[config.mk]
export PLATFORM = sky130hd
export DESIGN_NAME = guard_door_interlock
export DESIGN_NICKNAME = d
export VERILOG_FILES = /design/src/include/door_pkg.sv /design/src/design/door_sync.sv /design/src/design/guard_door_interlock.sv
export SDC_FILE = /design/constraint.sdc
export NUM_CORES = 1
export LEC_CHECK = 0
export BUFFER_PORTS_ARGS = -buffer_cell sky130_fd_sc_hd__buf_4
export CORE_MARGIN = 2
export CORE_UTILIZATION = 37
export CTS_CLUSTER_SIZE = 40
export DETAILED_ROUTE_END_ITERATION = 12
export GPL_TIMING_DRIVEN = 0
export PLACE_DENSITY_LB_ADDON = 0.15
export SYNTH_ARGS = -nofsm -noshare
export SYNTH_HDL_FRONTEND = slang
export SYNTH_SLANG_ARGS = --single-unit
[constraint.sdc]
create_clock -name clock_i -period 2.4 [get_ports clock_i]
set_input_delay 0.12 -clock clock_i [delete_from_list [all_inputs] [get_ports clock_i]]
set_output_delay 0.12 -clock clock_i [all_outputs]
set_load 0.02 [all_outputs]
[src/include/door_pkg.sv]
// Purpose : shared constants and carriers for the guard door interlock
// Assumes : one 40 MHz scan clock, asynchronous active-low reset
// Notes   : config bits are plain ports, no register bus
//
// How it works
// door supervision acts only while door_function_enable is one.
// door opens in auto run: pause feed, coolant off, raise alarm.
// door closes: alarm clears, coolant returns, cycle start resumes program.
// stop-spindle select one halts spindle on door open; zero keeps it turning.
// spindle halted by the door stays off until a fresh start command.
// speed-limit select without stop-spindle: no alarm, coolant off, speeds capped.
// polarity zero means normally open switch, one means normally closed.
// auto coolant forced off under door alarm; manual coolant only without it.
// lock release allowed only while no automatic program executes.
package door_pkg;

    // =========================================================
    // widths and reset values
    localparam int          SPEED_W          = 16;
    localparam logic [15:0] SAFE_SPINDLE_RST = 16'h0064;
    localparam logic [15:0] SAFE_FEED_RST    = 16'h0064;
    localparam logic        SYNC_RST         = 1'b0;

    // =========================================================
    // configuration carrier
    typedef struct packed {
        logic door_function_enable;
        logic door_stop_spindle_sel;
        logic door_speed_limit_sel;
        logic door_input_polarity;
    } door_cfg_t;

    // machine state carrier from the motion core
    typedef struct packed {
        logic auto_mode;
        logic remote_mode;
        logic program_running;
    } run_state_t;

    typedef enum logic [1:0] {
        ST_CLOSED  = 2'b00,
        ST_ALARM   = 2'b01,
        ST_LIMITED = 2'b10,
        ST_IDLE    = 2'b11
    } door_state_t;

endpackage : door_pkg

[src/design/door_sync.sv]
// Purpose : two-stage synchroniser for asynchronous pins
// Assumes : destination is the scan clock
// Notes   : first stage feeds only the second stage
`timescale 1ns/1ps
module door_sync
    import door_pkg::*;
#(
    parameter int WIDTH = 1
)
(
    // clock and reset
    input  wire logic             clock_i,
    input  wire logic             nrst_i,
    // data
    input  wire logic [WIDTH-1:0] async_i,
    output logic      [WIDTH-1:0] sync_o
);

    logic [WIDTH-1:0] meta_ff;
    logic [WIDTH-1:0] sync_ff;

    always_ff @(posedge clock_i or negedge nrst_i)
    begin
        if (!nrst_i)
        begin
            meta_ff <= {WIDTH{SYNC_RST}};
            sync_ff <= {WIDTH{SYNC_RST}};
        end
        else
        begin
            meta_ff <= async_i;
            sync_ff <= meta_ff;
        end
    end

    assign sync_o = sync_ff;

endmodule : door_sync

[src/design/guard_door_interlock.sv]
// Purpose : protective door supervision for automatic machining
// Assumes : door switch and coolant key arrive asynchronously; core signals are synchronous
// Notes   : spindle stays latched off after a door stop until a new start command
`timescale 1ns/1ps
module guard_door_interlock
    import door_pkg::*;
#(
    parameter int          SPEED_WIDTH  = SPEED_W,
    parameter logic [15:0] SAFE_SPINDLE = SAFE_SPINDLE_RST,
    parameter logic [15:0] SAFE_FEED    = SAFE_FEED_RST
)
(
    // clock and reset
    input  wire logic                   clock_i,
    input  wire logic                   nrst_i,
    // configuration
    input  wire door_cfg_t              cfg_i,
    // door switch pin
    input  wire logic                   door_alarm_in_i,
    // motion core
    input  wire run_state_t             run_i,
    input  wire logic                   cycle_start_i,
    input  wire logic                   spindle_start_i,
    input  wire logic                   spindle_stop_i,
    input  wire logic                   coolant_auto_i,
    input  wire logic [SPEED_WIDTH-1:0] spindle_speed_i,
    input  wire logic [SPEED_WIDTH-1:0] feed_rate_i,
    // operator panel
    input  wire logic                   coolant_key_i,
    // outputs
    output logic                        feed_hold_o,
    output logic                        feed_resume_o,
    output logic                        spindle_run_o,
    output logic                        coolant_pump_o,
    output logic                        door_open_alarm_o,
    output logic                        speed_limit_o,
    output logic [SPEED_WIDTH-1:0]      spindle_speed_o,
    output logic [SPEED_WIDTH-1:0]      feed_rate_o,
    output logic                        door_lock_release_out_o
);

    // =========================================================
    // elaboration checks
    // a safe speed wider than the port would be cut without warning
    if (SPEED_WIDTH < 1 || SPEED_WIDTH > 16)
    begin : g_bad_width
        $error("SPEED_WIDTH must lie between 1 and 16");
    end
    if ((SAFE_SPINDLE >> SPEED_WIDTH) != 16'h0000)
    begin : g_bad_spindle_cap
        $error("SAFE_SPINDLE does not fit SPEED_WIDTH");
    end
    if ((SAFE_FEED >> SPEED_WIDTH) != 16'h0000)
    begin : g_bad_feed_cap
        $error("SAFE_FEED does not fit SPEED_WIDTH");
    end

    // =========================================================
    // input synchronisation
    logic [1:0] pin_sync;

    door_sync #(.WIDTH(2)) u_sync
    (
        .clock_i (clock_i),
        .nrst_i  (nrst_i),
        .async_i ({coolant_key_i, door_alarm_in_i}),
        .sync_o  (pin_sync)
    );

    wire door_pin     = pin_sync[0];
    wire coolant_key  = pin_sync[1];

    // =========================================================
    // decoding
    wire door_open    = door_pin ^ cfg_i.door_input_polarity;
    wire auto_run     = run_i.program_running &
                        (run_i.auto_mode | run_i.remote_mode);
    wire supervise    = cfg_i.door_function_enable & door_open & auto_run;
    wire limit_mode   = cfg_i.door_speed_limit_sel & ~cfg_i.door_stop_spindle_sel;
    wire alarm_case   = supervise & ~limit_mode;
    wire limit_case   = supervise & limit_mode;
    wire spindle_trip = alarm_case & cfg_i.door_stop_spindle_sel;

    // =========================================================
    // state
    door_state_t state_ff;
    door_state_t nxt_state;
    door_state_t rest_state;
    logic        alarm_ff;
    logic        paused_ff;
    logic        spindle_ff;
    logic        manual_cool_ff;
    logic        key_prev_ff;
    logic        resume_ff;
    logic [SPEED_WIDTH-1:0] spd_ff;
    logic [SPEED_WIDTH-1:0] feed_ff;

    // where the machine settles once no door case holds
    assign rest_state = auto_run ? ST_CLOSED : ST_IDLE;

    always_comb
    begin
        case (state_ff)
            ST_CLOSED,
            ST_IDLE:
            begin
                if (alarm_case)
                    nxt_state = ST_ALARM;
                else if (limit_case)
                    nxt_state = ST_LIMITED;
                else
                    nxt_state = rest_state;
            end
            ST_ALARM:
            begin
                // alarm drops by itself once the synced door reads shut
                nxt_state = alarm_case ? ST_ALARM : rest_state;
            end
            ST_LIMITED:
            begin
                nxt_state = limit_case ? ST_LIMITED : rest_state;
            end
            default:
            begin
                nxt_state = ST_IDLE;
            end
        endcase
    end

    wire key_edge     = coolant_key & ~key_prev_ff;
    wire nxt_alarm    = (nxt_state == ST_ALARM);
    wire door_blocks  = alarm_case | limit_case;
    // pause stays until operator presses cycle start with door shut
    wire nxt_paused   = alarm_case | (paused_ff & ~(cycle_start_i & ~door_blocks));
    // spindle latch: a door trip wins over a start in the same cycle
    wire nxt_spindle  = spindle_trip ? 1'b0 :
                        spindle_stop_i ? 1'b0 :
                        spindle_start_i ? 1'b1 : spindle_ff;
    // manual toggle refused while the door alarm stands
    wire nxt_manual   = (key_edge & ~alarm_ff & ~door_blocks) ?
                        ~manual_cool_ff : manual_cool_ff;
    wire nxt_resume   = paused_ff & ~nxt_paused;
    wire [SPEED_WIDTH-1:0] cap_spd  = SAFE_SPINDLE[SPEED_WIDTH-1:0];
    wire [SPEED_WIDTH-1:0] cap_feed = SAFE_FEED[SPEED_WIDTH-1:0];
    wire [SPEED_WIDTH-1:0] nxt_spd  = (limit_case && spindle_speed_i > cap_spd) ?
                                      cap_spd : spindle_speed_i;
    wire [SPEED_WIDTH-1:0] nxt_feed = (limit_case && feed_rate_i > cap_feed) ?
                                      cap_feed : feed_rate_i;

    // door state and alarm
    always_ff @(posedge clock_i or negedge nrst_i)
    begin
        if (!nrst_i)
        begin
            state_ff <= ST_IDLE;
            alarm_ff <= 1'b0;
        end
        else
        begin
            state_ff <= nxt_state;
            alarm_ff <= nxt_alarm;
        end
    end

    // feed pause and its release pulse
    always_ff @(posedge clock_i or negedge nrst_i)
    begin
        if (!nrst_i)
        begin
            paused_ff <= 1'b0;
            resume_ff <= 1'b0;
        end
        else
        begin
            paused_ff <= nxt_paused;
            resume_ff <= nxt_resume;
        end
    end

    // spindle latch and manual coolant toggle
    always_ff @(posedge clock_i or negedge nrst_i)
    begin
        if (!nrst_i)
        begin
            spindle_ff     <= 1'b0;
            manual_cool_ff <= 1'b0;
            key_prev_ff    <= 1'b0;
        end
        else
        begin
            spindle_ff     <= nxt_spindle;
            manual_cool_ff <= nxt_manual;
            key_prev_ff    <= coolant_key;
        end
    end

    // speed outputs, registered so a cap never glitches the core
    always_ff @(posedge clock_i or negedge nrst_i)
    begin
        if (!nrst_i)
        begin
            spd_ff  <= '0;
            feed_ff <= '0;
        end
        else
        begin
            spd_ff  <= nxt_spd;
            feed_ff <= nxt_feed;
        end
    end

    // =========================================================
    // outputs
    // coolant returns once both the door block and alarm_ff have dropped, no latch needed
    wire cool_auto_on = coolant_auto_i & auto_run;
    assign coolant_pump_o          = ~door_blocks & ~alarm_ff &
                                     (cool_auto_on | manual_cool_ff);
    assign door_open_alarm_o       = alarm_ff;
    assign feed_hold_o             = paused_ff;
    assign feed_resume_o           = resume_ff;
    assign spindle_run_o           = spindle_ff;
    assign speed_limit_o           = (state_ff == ST_LIMITED);
    assign spindle_speed_o         = spd_ff;
    assign feed_rate_o             = feed_ff;
    assign door_lock_release_out_o = ~run_i.program_running;

endmodule : guard_door_interlock

# Word-level counts from Yosys, hierarchy flattened
# Index checks and enable logic that the tools add are counted.
# totals
regBits,44
latch_bits,0
ramBits,0
mem_bits_ro,0
in_bits,47
out_inout_bits,39
elab_cells,62
memories,0
# classes
addsub,0
n_mul,0
n_div,0
n_lt_le_gt_ge,2
eq_ne,4
shifts,0
muxes,10
bitwise_logic,30
reduce_logical,5
# ops
cell,count
"> comparator 16 x 7 -> 1 bit, second input constant",2
two-way mux 16 bit,2
bitwise AND 1 bit,16
NOT 1 bit,9
two-way mux 2 bit,4
case mux 2 bit (3 select lines),1
"equality test 2 x 1 -> 1 bit, second input constant",2
"equality test 2 bit, second input constant",2
bitwise OR 1 bit,4
two-way mux 1 bit,3
nonzero test 3 bit,1
logical AND 1 bit,2
logical NOT 2 bit,1
OR reduction 2 bit,1
bitwise XOR 1 bit,1

# Logic depth before layout (Yosys ltp)
# depth
ltp_word,12
mapped_depth,4

# Hierarchy
# A second synthesis with hierarchy kept.
# hier_totals
hier_cells,144
hier_area_um2,1737.9
# by_module_without_submodules
mod,instances,cells_each,area_per_inst_um2,seq_area_each_um2
guard_door_interlock,1,140,1637.8,1003.5
door_sync,1,4,100.1,100.1

# Least setup slack after synthesis
# OpenSTA, ideal clock, no wires.
# synth_path
path_kind,register to output
from,"register u_sync.sync_ff[0], in the netlist u_sync.sync_o[0]"
to,output port coolant_pump_o
arrival_ns,1.284
required_ns,2.280
setup_slack_ns,0.996
stages_incl_launch_ff,4
path_buffers,0
cell_sequence,dfrtp_1 -> xnor2_1 -> nor2_1 -> nor3_1
# synth_between
elab_chain_cells,8
word_cells_on_any_way,9
# synth_rtl
element,line_no,text
start: declaration,door_sync.sv:20,logic [WIDTH-1:0] sync_ff;
start signal: assignment,door_sync.sv:27,sync_ff <= {WIDTH{SYNC_RST}};
start signal: assignment,door_sync.sv:32,sync_ff <= meta_ff;
bitwise XOR 1 bit (*),guard_door_interlock.sv:75,wire door_open = door_pin ^ cfg_i.door_input_polarity;
bitwise AND 1 bit (*) (2 in a row),guard_door_interlock.sv:78,wire supervise = cfg_i.door_function_enable & door_open & auto_run;
bitwise AND 1 bit (on tied branches),"guard_door_interlock.sv:80, guard_door_interlock.sv:81",
bitwise OR 1 bit (*),guard_door_interlock.sv:132,wire door_blocks = alarm_case | limit_case;
NOT 1 bit (*),guard_door_interlock.sv:216,assign coolant_pump_o = ~door_blocks & ~alarm_ff &
bitwise AND 1 bit (*) (2 in a row),guard_door_interlock.sv:216,
end: declaration,guard_door_interlock.sv:34,"output logic coolant_pump_o,"
# Every way passes the cells marked *; elsewhere a longest branch is shown, timed or not.

# Final worst setup path
# layout_path
from,"register u_sync.sync_ff[0], in the netlist u_sync.sync_o[0]"
to,"register spindle_ff, in the netlist spindle_run_o"
# layout_between
elab_chain_cells,6
word_cells_on_any_way,7
# layout_rtl
element,line_no,text
bitwise XOR 1 bit (*),guard_door_interlock.sv:75,
bitwise AND 1 bit (*) (2 in a row),guard_door_interlock.sv:78,
bitwise AND 1 bit (*),guard_door_interlock.sv:80,wire alarm_case = supervise & ~limit_mode;
bitwise AND 1 bit (*),guard_door_interlock.sv:82,wire spindle_trip = alarm_case & cfg_i.door_stop_spindle_sel;
nonzero test 3 bit (no source line) or two-way mux 1 bit (tied branches),--,
end signal: assignment,guard_door_interlock.sv:191,spindle_ff <= nxt_spindle;
end: declaration,guard_door_interlock.sv:91,logic spindle_ff;
# Marks and branches as above.
# A chain may end at the register's enable or synchronous reset.

==> run_results.csv <==
group,metric,value,unit
setup_path,r2r_start,"u_sync.sync_o[0]",
die,rows,24,
die,core,4440,sq um
power_and_ir_drop,leakagePower,1.29,nW
route,post_drt_wl_per_cell,13.8,um
cells_and_area,final_cell_mix,"buf_4 (87), dfrtp_1 (42), nor2b_1 (18)",
synth,synth_ff_type,"dfrtp_1",
global_routing,first_global_vias,1415,
setup_path,r2r_setup_slack,690,ps
global_routing,grt_pass1_wl,6.46,mm
die,die_y,72.5,um
setup_path,crit_fanout,3,
setup_path,cp.arrival,1940,ps
sta,fin_crit_sh,0.713,
synth,ys_warn_count,0,
cells_and_area,fillers,381,
setup_path,r2r_end,"spindle_run_o",
clock_network,cts_buffers,5,
sta,setup_viol_count_final,0,
place,pre_cts_slack,968,ps
route,drt_iter0_markers,48,
synth,ys_async_sr_fraction,1.00,
route,first_pass_iters,4,
route,viasPerCell,4.89,
sta,setup_ws,690,ps
global_routing,grt_start_max_net_pins,45,
clock_network,cts_resized,0,
place,hpwl,3.10,mm
global_routing,antenna_found_initial,0,
clock_network,post-cts-setup-buffer-count,0,
clock_network,holdBufCountCts,6,
synth,synth_area,1740,sq um
cells_and_area,drive_gt1_frac,0.420,
die,initial_utilization,0.391,
clock_network,clkSinkCount,44,
place,globalplace.congestion,0.780,
min_path,hold_depth,2,
synth,synth_edf_count,0,
sta,slew_headroom,0.576,
sta,period_needed,1710,ps
place,port-buffer-count,85,
setup_path,crit_path_start_kind,"flop",
synth,syn_area_per_cell,12.1,sq um
die,die_area,5260,sq um
setup_path,critPathKind,"reg2reg",
global_routing,grtUsageTotal,0.162,
cells_and_area,fin_util,0.591,
setup_path,end_kind,"flop",
synth,synth_seq_area_share,0.635,
synth,ys_ff_latch,44,
synth,syn_nets,193,
sta,fmax,0.585,GHz
cells_and_area,nets,291,
sta,finalHoldViolCount,0,
sta,setup_tns,0,ps
sta,hold_slack,13.3,ps
clock_network,clockRootBuffer,"clkbuf_8",
setup_path,worstPathRequired,2630,ps
clock_network,cts_max_level,2,
setup_path,reg2reg_depth,4,
clock_network,clock_path_buffers,2,
cells_and_area,fin_area,2630,sq um
cells_and_area,layout_commonest_cell,"buf_4",
min_path,hp-class,"in2reg",
place,dpl_cell_area,2440,sq um
route,drc,0,
die,ios,86,
cells_and_area,areaGrowthSynthToFinish,51.2,%
clock_network,worstSkewPairLatency,290,ps
synth,yosys.area.top_type,"dfrtp_1",
power_and_ir_drop,vdd_drop_max,0.327,mV
sta,finClkSkew,5.50,ps
sta,worst_slew_pin_slew,630,ps
synth,synth_area_leaders,"dfrtp_1 (60%), nor2b_1 (6.5%), dfstp_2 (3.0%)",
clock_network,clk_pin_slew_worst_paths,80,ps
route,routed_wl,4.07,mm
die,die_w,72.5,um
min_path,min_from,"spindle_speed_i[6]",
synth,synth_cell_types,32,
min_path,whs_endpoint,"spindle_speed_o[6]",
job,drv_cap,0,
clock_network,cts_tree,"yes",
sta,rsz0062_at_grt,"no",
power_and_ir_drop,p_per_area,707,nW/um^2
route,via_count,1444,
synth,synthCells,144,
synth,synth_top_cell_area_share,0.605,
sta,drv_slew,0,
global_routing,gr-total-overflow,0,
route,ant_nets,0,
cells_and_area,antenna_cells,0,
run_status,status,"finished clean",
-- worst max-delay path by stage --
stage                     start                   to  slack [ps]
5_1_grt        u_sync.sync_o[0]        spindle_run_o         500
3_5_place_dp   u_sync.sync_o[0]       feed_rate_o[1]         970
3_3_place_gp   u_sync.sync_o[0]  spindle_speed_o[12]         980
2_1_floorplan  u_sync.sync_o[0]       coolant_pump_o        1000
6_report       u_sync.sync_o[0]        spindle_run_o         690
4_1_cts        u_sync.sync_o[0]        spindle_run_o         690
-- power breakdown --
group | internal [W] | switching (W) | total, W | leakage [nW]
Combinational | 0.000195 | 0.000215 | 0.000410 | 0.709
Sequential | 0.000818 | 0.0000277 | 0.000846 | 0.519
Clock | 0.000367 | 0.000234 | 0.000602 | 0.0645
Total | 0.00138 | 0.000477 | 0.00186 | 1.29
-- kinds of logic (layout without fill, tap and decap cells) --
family / Yosys count / in the layout / share of synthesized area
compound gates: 30 / 30 / 0.118
xor+xnor: 3 / 3 / 0.0151
fa+ha+maj: 2 / 2 / 0.0144
buf+inv: 14 / 113 / 0.0353
flops: 44 / 44 / 0.635
simple gates: 51 / 51 / 0.182
-- per-stage QoR --
stage               std cells  power, W
floorplan                 144   0.00107
global placement          281   0.00126
detailed placement        281   0.00127
CTS                       295   0.00188
global route              295   0.00196
finish                    295   0.00186
-- final cells by class --
| type | instances | area (sq um) | area share |
|---|---|---|---|
| multi-input cells | 86 | 573 | 0.218 |
| repair buffers | 91 | 698 | 0.266 |
| inverters | 11 | 41.3 | 0.0157 |
| clock buffers | 7 | 96.3 | 0.0367 |
| plain buffers | 3 | 20.0 | 0.00762 |
| flip-flops and latches | 44 | 1100 | 0.420 |
| well taps | 52 | 65.1 | 0.0248 |
| clock inverters | 1 | 30.0 | 0.0114 |
-- sequential cells by signal (all words and copies together) (netlist names) --
register	count
feed_rate_o	16
spindle_speed_o	16
state_ff	2
u_sync.meta_ff	2
u_sync.sync_o	2
door_open_alarm_o	1
feed_hold_o	1
feed_resume_o	1
key_prev_ff	1
manual_cool_ff	1
spindle_run_o	1
-- cells in the mapped netlist (2+ instances only) --
master,n
dfrtp_1,42
nor2b_1,18
inv_1,11
nand4_1,8
o22ai_1,8
nor2_1,6
nand2_1,5
a21o_1,4
a31oi_1,4
o21ai_0,4
a21oi_1,3
nor3_1,3
buf_4,2
dfstp_2,2
ha_1,2
nand3_1,2
nand4b_1,2
nor4_2,2
o22a_1,2
xnor2_1,2
-- critical path, cell delays in order (launching register included) --
cell and delay, ps:
dfrtp_1 400, xnor2_1 320, nor2_1 120, a211oi_1 240, dlygate4sd3_1 570
-- per-layer routing --
layer	vias up	part of all wire	GRT usage
li1	700	-	-
met1	679	0.42	0.196
met2	63	0.49	0.269
met3	2	0.088	0.0653
met4	0	0.0057	0.0432
met5	-	0	0
Note: power is estimated with default switching activity, not from simulation.
